[src/hdl/crs_defines.vh]
// Constants for the core register set and flag logic
`ifndef CRS_DEFINES_VH
`define CRS_DEFINES_VH
// Flag bit positions
`define CRS_FLAG_NEG 7
`define CRS_FLAG_NULL 6
`define CRS_FLAG_NIB 4
`define CRS_FLAG_PV 2
`define CRS_FLAG_SUB 1
`define CRS_FLAG_CY 0
// Reset values
`define CRS_RST_BYTE 8'h00
`define CRS_RST_WORD 16'h0000
// Operation codes of the datapath command
`define CRS_OP_NOP 4'h0
`define CRS_OP_ADD 4'h1
`define CRS_OP_ADC 4'h2
`define CRS_OP_SUB 4'h3
`define CRS_OP_SBC 4'h4
`define CRS_OP_AND 4'h5
`define CRS_OP_OR 4'h6
`define CRS_OP_XOR 4'h7
`define CRS_OP_CMP 4'h8
`define CRS_OP_DAA 4'h9
`define CRS_OP_LDA 4'hA
`define CRS_OP_EXAF 4'hB
`define CRS_OP_EXX 4'hC
`define CRS_OP_BSRCH 4'hD
`define CRS_OP_BXFER 4'hE
`define CRS_OP_BIO 4'hF
// Load sources for the accumulator
`define CRS_SRC_BUS 2'h0
`define CRS_SRC_IPAGE 2'h1
`define CRS_SRC_REFR 2'h2
// Main bank indices (b c d e h l)
`define CRS_R_B 3'h0
`define CRS_R_C 3'h1
`define CRS_R_D 3'h2
`define CRS_R_E 3'h3
`define CRS_R_H 3'h4
`define CRS_R_L 3'h5
`endif

[src/hdl/crs_core.v]
// Processor register set, flag logic, opcode latch and bus release
//
// Overview of operation
// RL1: Storage is eighteen 8-bit registers and four 16-bit registers.
// RL2: An 8-bit accumulator holds operands and results.
// RL3: Eight-bit flag register; six bits change by instruction condition.
// RL4: Sign, zero, parity/overflow and carry are offered as branch conditions.
// RL5: Sign flag takes accumulator bit 7 after flag-affecting operations; CMP takes bit 7 of the compare result, block ops keep it.
// RL6: Zero flag is one when the result is all zeros.
// RL7: Block search sets zero flag when memory equals accumulator.
// RL8: Block I/O sets zero flag when byte counter reaches zero.
// RL9: Logical operations put even parity into the parity/overflow flag.
// RL10: Block search/transfer: P/V is one while pair counter nonzero.
// RL11: Copying refresh or page register to accumulator copies interrupt latch.
// RL12: Arithmetic sets overflow when signed result leaves +127..-128.
// RL13: Instruction class selects parity or overflow meaning.
// RL14: Carry flag records carry out of bit 7 or a borrow.
// RL15: Half carry and subtract flags exist but are not directly testable.
// RL16: External bus claim releases address and data buses.
// RL17: Fetched opcodes are latched, decoded and drive the datapath; here opcode_q is only latched and op_cmd drives the datapath.
// RL18: Half carry holds low-nibble carry/borrow and steers decimal adjust.
// RL19: Subtract marker records add or subtract for decimal adjust.
// RL20: Alternate bank reached only through the two exchange operations.
// RL21: Flag layout: sign 7, zero 6, half 4, p/v 2, subtract 1, carry 0.
`timescale 1ns/1ns
`default_nettype none
`include "crs_defines.vh"
module crs_core (
    input wire sys_clk,
    input wire rst,
    input wire opcode_strobe,
    input wire [7:0] data_in,
    input wire [3:0] op_cmd,
    input wire [7:0] operand,
    input wire [1:0] acc_src,
    input wire reg_wr,
    input wire [2:0] reg_sel,
    input wire [7:0] reg_wdata,
    input wire word_wr,
    input wire [1:0] word_sel,
    input wire [15:0] word_wdata,
    input wire ipage_wr,
    input wire refresh_inc,
    input wire interrupt_enable_latch,
    input wire external_bus_claim,
    input wire [15:0] addr_drive,
    input wire [7:0] data_drive,
    input wire data_dir_out,
    output reg [7:0] opcode_q,
    output reg [7:0] acc_q,
    output reg [7:0] flags_q,
    output reg [3:0] cond_q,
    output reg [15:0] addr_out_q,
    output reg addr_oe_n_q,
    output reg [7:0] data_out_q,
    output reg data_oe_n_q,
    output reg bus_released_q,
    output reg [47:0] gpr_q,
    output reg [63:0] word_regs_q,
    output reg [15:0] ipage_refr_q
);
    wire [7:0] alu_res;
    wire [7:0] alu_flags;
    wire [7:0] acc_main;
    wire [7:0] flg_main;
    wire [47:0] gpr_main;
    wire [6:0] bank_wr;
    wire [55:0] bank_wdata;
    wire swap_af;
    wire swap_gp;
    reg [7:0] acc_d;
    reg [7:0] flags_d;
    reg acc_wr;
    reg flg_wr;
    reg [7:0] ipage_q;
    reg [7:0] refr_q;
    reg [15:0] word_q [0:3];
    reg [7:0] b_next;
    reg [15:0] bc_next;
    reg gpr_upd;
    reg [15:0] pair_d;
    integer k;

    // Decoded exchange strobes from the op_cmd datapath command input
    assign swap_af = (op_cmd == `CRS_OP_EXAF); // [RL17] [RL20]
    assign swap_gp = (op_cmd == `CRS_OP_EXX); // [RL17] [RL20]

    crs_alu u_alu (
        .op(op_cmd),
        .a_in(acc_main),
        .b_in(operand),
        .f_in(flg_main),
        .res(alu_res),
        .f_out(alu_flags)
    );

    // Main and alternate banks: six general registers and one never-written pair swapped by EXAF
    genvar g;
    generate
        for (g = 0; g < 7; g = g + 1) begin : g_bank
            wire [7:0] m_q;
            wire [7:0] a_q;
            crs_bank #(.WIDTH(8)) u_reg (
                .sys_clk(sys_clk),
                .rst(rst),
                .wr_en(bank_wr[g]),
                .wr_data(bank_wdata[g*8 +: 8]),
                .swap(g == 6 ? swap_af : swap_gp),
                .main_q(m_q),
                .alt_q(a_q)
            ); // [RL1]
            if (g < 6) begin : g_gp
                assign gpr_main[g*8 +: 8] = m_q;
                assign bank_wr[g] = (reg_wr && (reg_sel == g)) ||
                                    gpr_upd;
                assign bank_wdata[g*8 +: 8] =
                    gpr_upd ? (g == 0 ? pair_d[15:8] :
                               (g == 1 ? pair_d[7:0] : m_q)) :
                    reg_wdata;
            end
        end
    endgenerate
    // Slot 6 swaps on EXAF but is never written; acc_q and flags_q hold A and F
    assign bank_wr[6] = 1'b0;
    assign bank_wdata[55:48] = 8'h00;
    assign acc_main = acc_q;
    assign flg_main = flags_q;

    // Alternate copies of accumulator and flags
    reg [7:0] acc_alt_q;
    reg [7:0] flg_alt_q;

    // Datapath next-state: ALU results, block ops and loads
    always @* begin
        acc_d = acc_q;
        flags_d = flags_q;
        acc_wr = 1'b0;
        flg_wr = 1'b0;
        gpr_upd = 1'b0;
        b_next = gpr_main[7:0] - 8'h01;
        bc_next = {gpr_main[7:0], gpr_main[15:8]} - 16'h0001;
        pair_d = {gpr_main[7:0], gpr_main[15:8]};
        case (op_cmd)
            `CRS_OP_ADD, `CRS_OP_ADC, `CRS_OP_SUB, `CRS_OP_SBC,
            `CRS_OP_AND, `CRS_OP_OR, `CRS_OP_XOR, `CRS_OP_DAA: begin
                acc_d = alu_res; // [RL2]
                acc_wr = 1'b1;
                flags_d = alu_flags; // [RL3]
                flg_wr = 1'b1;
            end
            `CRS_OP_CMP: begin
                flags_d = alu_flags;
                flg_wr = 1'b1;
            end
            `CRS_OP_LDA: begin
                acc_wr = 1'b1;
                if (acc_src == `CRS_SRC_BUS) begin
                    acc_d = operand; // [RL2]
                end else begin
                    acc_d = (acc_src == `CRS_SRC_IPAGE) ? ipage_q : refr_q;
                    flg_wr = 1'b1;
                    flags_d[`CRS_FLAG_NEG] = acc_d[7]; // [RL5]
                    flags_d[`CRS_FLAG_NULL] = (acc_d == 8'h00); // [RL6]
                    flags_d[`CRS_FLAG_NIB] = 1'b0;
                    flags_d[`CRS_FLAG_SUB] = 1'b0;
                    flags_d[`CRS_FLAG_PV] = interrupt_enable_latch; // [RL11]
                end
            end
            `CRS_OP_BSRCH: begin
                flg_wr = 1'b1;
                gpr_upd = 1'b1;
                pair_d = bc_next;
                flags_d[`CRS_FLAG_NEG] = alu_flags[`CRS_FLAG_NEG];
                flags_d[`CRS_FLAG_NIB] = alu_flags[`CRS_FLAG_NIB];
                flags_d[`CRS_FLAG_SUB] = 1'b1;
                flags_d[`CRS_FLAG_NULL] = (acc_q == operand); // [RL7]
                flags_d[`CRS_FLAG_PV] = (bc_next != 16'h0000); // [RL10]
            end
            `CRS_OP_BXFER: begin
                flg_wr = 1'b1;
                gpr_upd = 1'b1;
                pair_d = bc_next;
                flags_d[`CRS_FLAG_NIB] = 1'b0;
                flags_d[`CRS_FLAG_SUB] = 1'b0;
                flags_d[`CRS_FLAG_PV] = (bc_next != 16'h0000); // [RL10]
            end
            `CRS_OP_BIO: begin
                flg_wr = 1'b1;
                gpr_upd = 1'b1;
                pair_d = {b_next, gpr_main[15:8]};
                flags_d[`CRS_FLAG_SUB] = 1'b1;
                flags_d[`CRS_FLAG_NULL] = (b_next == 8'h00); // [RL8]
            end
            default: begin
                acc_d = acc_q;
                flags_d = swap_af ? flg_alt_q : flags_q; // [RL4]
            end
        endcase
    end

    // Accumulator, flag register and their alternate copies
    always @(posedge sys_clk) begin
        if (rst) begin
            acc_q <= `CRS_RST_BYTE;
            flags_q <= `CRS_RST_BYTE;
            acc_alt_q <= `CRS_RST_BYTE;
            flg_alt_q <= `CRS_RST_BYTE;
        end else if (swap_af) begin
            acc_q <= acc_alt_q; // [RL20]
            flags_q <= flg_alt_q; // [RL20]
            acc_alt_q <= acc_q;
            flg_alt_q <= flags_q;
        end else begin
            if (acc_wr)
                acc_q <= acc_d; // [RL2]
            if (flg_wr)
                flags_q <= flags_d; // [RL3] [RL21]
        end
    end

    // Testable conditions: sign, zero, parity/overflow, carry only
    always @(posedge sys_clk) begin
        if (rst)
            cond_q <= 4'h0;
        else
            cond_q <= {flags_d[`CRS_FLAG_NEG], flags_d[`CRS_FLAG_NULL],
                       flags_d[`CRS_FLAG_PV],
                       flags_d[`CRS_FLAG_CY]}; // [RL4] [RL15]
    end

    // Opcode latch on fetch strobe
    always @(posedge sys_clk) begin
        if (rst)
            opcode_q <= `CRS_RST_BYTE;
        else if (opcode_strobe)
            opcode_q <= data_in; // [RL17]
    end

    // Special registers: page, refresh, index, stack, program counter
    always @(posedge sys_clk) begin
        if (rst) begin
            ipage_q <= `CRS_RST_BYTE;
            refr_q <= `CRS_RST_BYTE;
            for (k = 0; k < 4; k = k + 1)
                word_q[k] <= `CRS_RST_WORD;
        end else begin
            if (ipage_wr)
                ipage_q <= reg_wdata;
            if (refresh_inc)
                refr_q <= {refr_q[7], refr_q[6:0] + 7'h01};
            if (word_wr)
                word_q[word_sel] <= word_wdata; // [RL1]
        end
    end

    // Visible copies of the register set
    always @(posedge sys_clk) begin
        if (rst) begin
            gpr_q <= 48'h000000000000;
            word_regs_q <= 64'h0000000000000000;
            ipage_refr_q <= `CRS_RST_WORD;
        end else begin
            gpr_q <= gpr_main;
            word_regs_q <= {word_q[3], word_q[2], word_q[1], word_q[0]};
            ipage_refr_q <= {ipage_q, refr_q};
        end
    end

    // Bus drivers; a claim releases both buses
    always @(posedge sys_clk) begin
        if (rst) begin
            addr_out_q <= `CRS_RST_WORD;
            addr_oe_n_q <= 1'b1;
            data_out_q <= `CRS_RST_BYTE;
            data_oe_n_q <= 1'b1;
            bus_released_q <= 1'b0;
        end else begin
            addr_out_q <= addr_drive;
            data_out_q <= data_drive;
            bus_released_q <= external_bus_claim; // [RL16]
            addr_oe_n_q <= external_bus_claim; // [RL16]
            data_oe_n_q <= external_bus_claim | ~data_dir_out; // [RL16]
        end
    end
endmodule
`default_nettype wire

[src/hdl/crs_alu.v]
// Combinational arithmetic unit with flag generation
`timescale 1ns/1ns
`default_nettype none
`include "crs_defines.vh"
module crs_alu (
    input wire [3:0] op,
    input wire [7:0] a_in,
    input wire [7:0] b_in,
    input wire [7:0] f_in,
    output reg [7:0] res,
    output reg [7:0] f_out
);
    reg [8:0] sum;
    reg [4:0] lo;
    reg cin;
    reg is_sub;
    reg is_arith;
    reg [7:0] corr;
    // Result and flags per operation class
    always @* begin
        sum = 9'h000;
        lo = 5'h00;
        corr = 8'h00;
        cin = 1'b0;
        is_sub = 1'b0;
        is_arith = 1'b0;
        res = a_in;
        f_out = f_in;
        case (op)
            `CRS_OP_ADD, `CRS_OP_ADC, `CRS_OP_SUB, `CRS_OP_SBC,
            `CRS_OP_CMP: begin
                is_arith = 1'b1;
                is_sub = (op == `CRS_OP_SUB) || (op == `CRS_OP_SBC) ||
                         (op == `CRS_OP_CMP);
                cin = ((op == `CRS_OP_ADC) || (op == `CRS_OP_SBC)) &
                      f_in[`CRS_FLAG_CY];
                if (is_sub) begin
                    sum = {1'b0, a_in} - {1'b0, b_in} - {8'h00, cin};
                    lo = {1'b0, a_in[3:0]} - {1'b0, b_in[3:0]} -
                         {4'h0, cin};
                end else begin
                    sum = {1'b0, a_in} + {1'b0, b_in} + {8'h00, cin};
                    lo = {1'b0, a_in[3:0]} + {1'b0, b_in[3:0]} +
                         {4'h0, cin};
                end
                if (op != `CRS_OP_CMP)
                    res = sum[7:0];
                f_out[`CRS_FLAG_CY] = sum[8]; // [RL14]
                f_out[`CRS_FLAG_NIB] = lo[4]; // [RL18]
                f_out[`CRS_FLAG_SUB] = is_sub; // [RL19]
                // Signed overflow out of +127..-128
                f_out[`CRS_FLAG_PV] = is_sub ? // [RL12] [RL13]
                    ((a_in[7] ^ b_in[7]) & (a_in[7] ^ sum[7])) :
                    (~(a_in[7] ^ b_in[7]) & (a_in[7] ^ sum[7]));
                f_out[`CRS_FLAG_NEG] = sum[7]; // [RL5]
                f_out[`CRS_FLAG_NULL] = (sum[7:0] == 8'h00); // [RL6]
            end
            `CRS_OP_AND, `CRS_OP_OR, `CRS_OP_XOR: begin
                if (op == `CRS_OP_AND)
                    res = a_in & b_in;
                else if (op == `CRS_OP_OR)
                    res = a_in | b_in;
                else
                    res = a_in ^ b_in;
                f_out[`CRS_FLAG_CY] = 1'b0;
                f_out[`CRS_FLAG_NIB] = (op == `CRS_OP_AND);
                f_out[`CRS_FLAG_SUB] = 1'b0;
                f_out[`CRS_FLAG_PV] = ~(^res); // [RL9] [RL13]
                f_out[`CRS_FLAG_NEG] = res[7]; // [RL5]
                f_out[`CRS_FLAG_NULL] = (res == 8'h00); // [RL6]
            end
            `CRS_OP_DAA: begin
                // Decimal correction chosen by half carry, carry and the accumulator digits; subtract flag sets its sign
                if (f_in[`CRS_FLAG_NIB] || (a_in[3:0] > 4'h9))
                    corr[3:0] = 4'h6; // [RL18]
                if (f_in[`CRS_FLAG_CY] || (a_in > 8'h99)) begin
                    corr[7:4] = 4'h6;
                    f_out[`CRS_FLAG_CY] = 1'b1;
                end
                if (f_in[`CRS_FLAG_SUB]) begin // [RL19]
                    res = a_in - corr;
                    f_out[`CRS_FLAG_NIB] = f_in[`CRS_FLAG_NIB] &
                                           (a_in[3:0] < 4'h6);
                end else begin
                    res = a_in + corr;
                    f_out[`CRS_FLAG_NIB] = (a_in[3:0] > 4'h9);
                end
                f_out[`CRS_FLAG_PV] = ~(^res);
                f_out[`CRS_FLAG_NEG] = res[7]; // [RL5]
                f_out[`CRS_FLAG_NULL] = (res == 8'h00); // [RL6]
            end
            default: begin
                res = a_in;
                f_out = f_in;
            end
        endcase
    end
endmodule
`default_nettype wire

[src/hdl/crs_bank.v]
// One eight-bit register with swap partner for the alternate bank
`timescale 1ns/1ns
`default_nettype none
`include "crs_defines.vh"
module crs_bank #(
    parameter WIDTH = 8
) (
    input wire sys_clk,
    input wire rst,
    input wire wr_en,
    input wire [WIDTH-1:0] wr_data,
    input wire swap,
    output reg [WIDTH-1:0] main_q,
    output reg [WIDTH-1:0] alt_q
);
    // Swap has priority; the alternate copy is only reached by swap
    always @(posedge sys_clk) begin
        if (rst) begin
            main_q <= {WIDTH{1'b0}};
            alt_q <= {WIDTH{1'b0}};
        end else if (swap) begin
            main_q <= alt_q; // [RL20]
            alt_q <= main_q; // [RL20]
        end else if (wr_en) begin
            main_q <= wr_data;
        end
    end
endmodule
`default_nettype wire

[config.mk]
export PLATFORM = sky130hd
export DESIGN_NAME = crs_core
export DESIGN_NICKNAME = d
export VERILOG_FILES = /design/src/hdl/crs_core.v /design/src/hdl/crs_alu.v /design/src/hdl/crs_bank.v
export VERILOG_INCLUDE_DIRS = /design/src /design/src/hdl
export SDC_FILE = /design/constraint.sdc
export NUM_CORES = 1
export LEC_CHECK = 0
export BUFFER_PORTS_ARGS = -buffer_cell sky130_fd_sc_hd__buf_2
export CAP_MARGIN = 25
export CORE_MARGIN = 2
export CORE_UTILIZATION = 25
export CTS_BUF_LIST = sky130_fd_sc_hd__clkbuf_16
export CTS_CLUSTER_DIAMETER = 40
export DETAILED_ROUTE_END_ITERATION = 10
export PLACE_DENSITY_LB_ADDON = 0.1
export SKIP_CTS_REPAIR_TIMING = 1
export SLEW_MARGIN = 20
export SYNTH_ARGS = -nofsm -noshare
export SYNTH_HDL_FRONTEND = slang
export SYNTH_HIERARCHICAL = 1
export SYNTH_SLANG_ARGS = --single-unit
[constraint.sdc]
create_clock -name sys_clk -period 12.58 [get_ports sys_clk]
set_clock_uncertainty 0.05 [all_clocks]
set_input_delay 0.629 -clock sys_clk [delete_from_list [all_inputs] [get_ports sys_clk]]
set_output_delay 0.629 -clock sys_clk [all_outputs]
set_load 0.005 [all_outputs]
==> results.json <==
{
  "run_status": "complete, no violations",
  "die_width_um": 270,
  "worst_ep_required_time_ns": 12.98,
  "wl_um": 58000,
  "hold_depth": 2,
  "synth_cell_types": 83,
  "cp-end-kind": "flip-flop",
  "worst_hold_slack_ns": 0.151,
  "final_max_slew_viol_count": 0,
  "synth_area_sq_um": 17700,
  "synth_seq_cells": 373,
  "clk_pin_slew_worst_paths_ns": 0.05,
  "antenna_cells": 0,
  "r2r-start": "acc_q[2]",
  "initial_core_util_pct": 25.2,
  "clk_latency_ns": 0.59,
  "timing_hold_violations_final": 0,
  "finalSetupViolations": 0,
  "dr.pass1.iters": 5,
  "rsz_0062_raised_after_global_routing": "no",
  "drt.antenna.violating_nets": 0,
  "clock-root-buffer": "sky130_fd_sc_hd__clkbuf_16",
  "sequential_to_total_area_share_from_yosys_stat_pct": 45.9,
  "final_core_util_pct": 31.8,
  "vias_per_cell": 4.57,
  "h-tree-depth": 3,
  "routabilityCongestion": 0.860,
  "drive_gt1_share_pct": 22.0,
  "overall_via_count_from_detail_route": 14100,
  "grt_pass1_wl_um": 88500,
  "worstPathArrival_ns": 5.65,
  "tritoncts.num_buffers": 74,
  "cts_tree": "done",
  "first_global_vias": 14100,
  "min-delay-start": "data_dir_out",
  "ys.warnings.count": 6,
  "core_area_sq_um": 70000,
  "placement_rows": 97,
  "timing.critical_path.from_type": "flip-flop",
  "die_height_um": 270,
  "p_leak_nw": 9.17,
  "detail_route.iter0.violations": 761,
  "drc": 0,
  "yosys.area.top_type": "sky130_fd_sc_hd__dfxtp_1",
  "crit_path_max_fanout": 10,
  "p_total_mw": 3.87,
  "grt_overflow": 0,
  "clk_path_buf_depth": 3,
  "track_usage_pct": 15.7,
  "leading_cell_type_by_number_of_instances_after_synthesis": "sky130_fd_sc_hd__dfxtp_1",
  "period_share_pct": 41.7,
  "tightestPinTransition_ns": 0.913,
  "vdd_ir_drop_max_uv": 84.0,
  "postSynthNetCount": 1974,
  "route.detailed.wl_per_inst_um": 18.8,
  "area_growth_pct": 26.1,
  "hpwlAfterDp_um": 40800,
  "ff2ff_setup_slack_ns": 7.33,
  "final.min_clock_period_ns": 5.25,
  "worst_slew_margin_rel_pct": 38.6,
  "grt_max_degree": 71,
  "clock-sinks": 373,
  "antenna_found_initial": 4,
  "powerDensity_nw_per_um2": 174,
  "maximum_clock_frequency_ghz": 0.190,
  "synth-edff-count": 64,
  "synth_top_cells_by_area": "sky130_fd_sc_hd__dfxtp_1 (35%), sky130_fd_sc_hd__edfxtp_1 (11%), sky130_fd_sc_hd__mux2i_1 (8.5%)",
  "worst_r2r_endpoint": "cond_q[1]",
  "synthArstFlopShare_pct": 0,
  "syn-mean-instance-area_sq_um": 9.64,
  "ys_dominant_reg_cell": "sky130_fd_sc_hd__dfxtp_1",
  "final_nets": 2221,
  "hold-path-endpoint": "data_oe_n_q",
  "hp-class": "in2reg",
  "setup.worst_path.class": "reg2reg",
  "cap_viol_max_count": 0,
  "portBuffers": 266,
  "syn_inst": 1832,
  "synth_common_cells": "sky130_fd_sc_hd__dfxtp_1 (309), sky130_fd_sc_hd__nor2b_1 (194), sky130_fd_sc_hd__nand2_1 (175), sky130_fd_sc_hd__mux2i_1 (150), sky130_fd_sc_hd__nor2_1 (133)",
  "boundaryPins": 268,
  "fin_tns_setup_ns": 0,
  "synth_largest_type_area_fraction_pct": 35.0,
  "reg2regPathDepth": 21,
  "die-area_sq_um": 72700
}
[critical path, stage by stage, from the launching register on]
cell and delay (ns):
sky130_fd_sc_hd__dfxtp_1 0.49, sky130_fd_sc_hd__o21ai_0 0.38, sky130_fd_sc_hd__o211ai_1 0.13, sky130_fd_sc_hd__a21oi_1 0.35, sky130_fd_sc_hd__ha_1 0.31, sky130_fd_sc_hd__inv_1 0.05, sky130_fd_sc_hd__o21ai_0 0.09, sky130_fd_sc_hd__ha_1 0.38
sky130_fd_sc_hd__inv_1 0.07, sky130_fd_sc_hd__a2111oi_0 0.31, sky130_fd_sc_hd__a311oi_1 0.12, sky130_fd_sc_hd__ha_1 0.33, sky130_fd_sc_hd__xnor2_1 0.18, sky130_fd_sc_hd__xnor2_1 0.13, sky130_fd_sc_hd__a22oi_1 0.14, sky130_fd_sc_hd__o21ai_0 0.18
sky130_fd_sc_hd__a211oi_1 0.30, sky130_fd_sc_hd__a211oi_2 0.07, sky130_fd_sc_hd__nor2b_1 0.14, sky130_fd_sc_hd__a311oi_1 0.35, sky130_fd_sc_hd__nor4bb_1 0.43, sky130_fd_sc_hd__a21oi_1 0.12
[layout by cell type, fill, tap and decap left out, types with 9 or more instances in the layout]
| cell | instances |
|---|---|
| sky130_fd_sc_hd__ha_1 | 53 |
| sky130_fd_sc_hd__inv_1 | 72 |
| sky130_fd_sc_hd__nor2_1 | 131 |
| sky130_fd_sc_hd__clkinv_2 | 9 |
| sky130_fd_sc_hd__xor2_1 | 11 |
| sky130_fd_sc_hd__nor4_1 | 10 |
| sky130_fd_sc_hd__a211oi_2 | 13 |
| sky130_fd_sc_hd__a31oi_1 | 11 |
| sky130_fd_sc_hd__nand2_1 | 175 |
| sky130_fd_sc_hd__nor2b_4 | 12 |
| sky130_fd_sc_hd__nor2b_1 | 194 |
| sky130_fd_sc_hd__mux2i_1 | 150 |
| sky130_fd_sc_hd__buf_4 | 27 |
| sky130_fd_sc_hd__o211ai_1 | 13 |
| sky130_fd_sc_hd__a211oi_1 | 47 |
| sky130_fd_sc_hd__edfxtp_1 | 64 |
| sky130_fd_sc_hd__nand3_1 | 20 |
| sky130_fd_sc_hd__clkbuf_16 | 81 |
| sky130_fd_sc_hd__buf_2 | 265 |
| sky130_fd_sc_hd__and2_1 | 74 |
| sky130_fd_sc_hd__a21oi_1 | 60 |
| sky130_fd_sc_hd__nor3_1 | 24 |
| sky130_fd_sc_hd__xnor2_1 | 33 |
| sky130_fd_sc_hd__dfxtp_1 | 309 |
| sky130_fd_sc_hd__clkinvlp_4 | 9 |
| sky130_fd_sc_hd__o21ai_0 | 74 |
[final cells by class]
class                   count  area (sq um)
fillers                  7318         47800
multi-input cells        1274          8640
flip-flops and latches    373          8110
clock buffers              81          2030
repair buffers            293          1540
well taps                 940          1180
clock inverters            55           520
inverters                  63           236
[how the worst max path moves through the flow]
stage	start	end	cells past startpoint
after global placement	op_cmd[0]	cond_q[1]	16
after CTS	acc_q[2]	cond_q[1]	21
final	acc_q[2]	cond_q[1]	21
after global routing	acc_q[2]	cond_q[1]	21
after floorplan	op_cmd[2]	cond_q[1]	16
after detailed placement	op_cmd[3]	cond_q[1]	17
[report_power, final]
group / internal [mW] / switching (mW)
sequential: 1.28 / 0.0516
combinational: 0.241 / 0.337
clock: 1.26 / 0.698
[layer usage]
layer / vias up / track usage [%] / routed length (um) / part of all wire (%)
met1: 6738 / 20.5 / 26500 / 46
met4: 8 / 5.13 / 1370 / 2.4
li1: 6821 / - / - / -
met5: - / 0 / 48 / 0.083
met2: 410 / 25.3 / 26700 / 46
met3: 100 / 3.82 / 3390 / 5.8
[metrics by stage]
stage | instance area, sq um | cells | setup WS, ns
after global placement | 19700 | 2941 | 7.33
after CTS | 22300 | 3079 | 7.35
after detailed placement | 19700 | 2943 | 7.26
final | 22300 | 3079 | 7.33
after floorplan | 17700 | 1832 | 7.91
after global routing | 22300 | 3079 | 6.80
[registers in the layout, summed over array words and instances, names as in the netlist]
| name | cells |
|---|---|
| word_q | 64 |
| word_regs_q | 64 |
| g_bank.u_reg/alt_q | 48 |
| g_bank.u_reg/main_q | 48 |
| gpr_q | 48 |
| addr_out_q | 16 |
| ipage_refr_q | 15 |
| acc_alt_q | 8 |
| acc_q | 8 |
| data_out_q | 8 |
| flags_q | 8 |
| flg_alt_q | 8 |
| ipage_q | 8 |
| opcode_q | 8 |
| refr_q | 7 |
| cond_q | 4 |
| addr_oe_n_q | 1 |
| bus_released_q | 1 |
| data_oe_n_q | 1 |
[logic make-up (layout without fill, tap and decap cells)]
| kind of cell | Yosys count | after routing | synth area share, % |
|---|---|---|---|
| AND/OR/NAND/NOR | 708 | 708 | 21.5 |
| flip-flops | 373 | 373 | 45.9 |
| AO/OA/AOI/OAI | 306 | 306 | 11.9 |
| buffers and inverters | 185 | 492 | 5.28 |
| multiplexers | 153 | 153 | 8.70 |
| adder cells (fa/ha/maj) | 62 | 62 | 4.49 |
| XOR/XNOR | 44 | 44 | 2.18 |
| other | 1 | 1 | 0.0212 |
No activity file was read; power rests on OpenSTA's default activity.
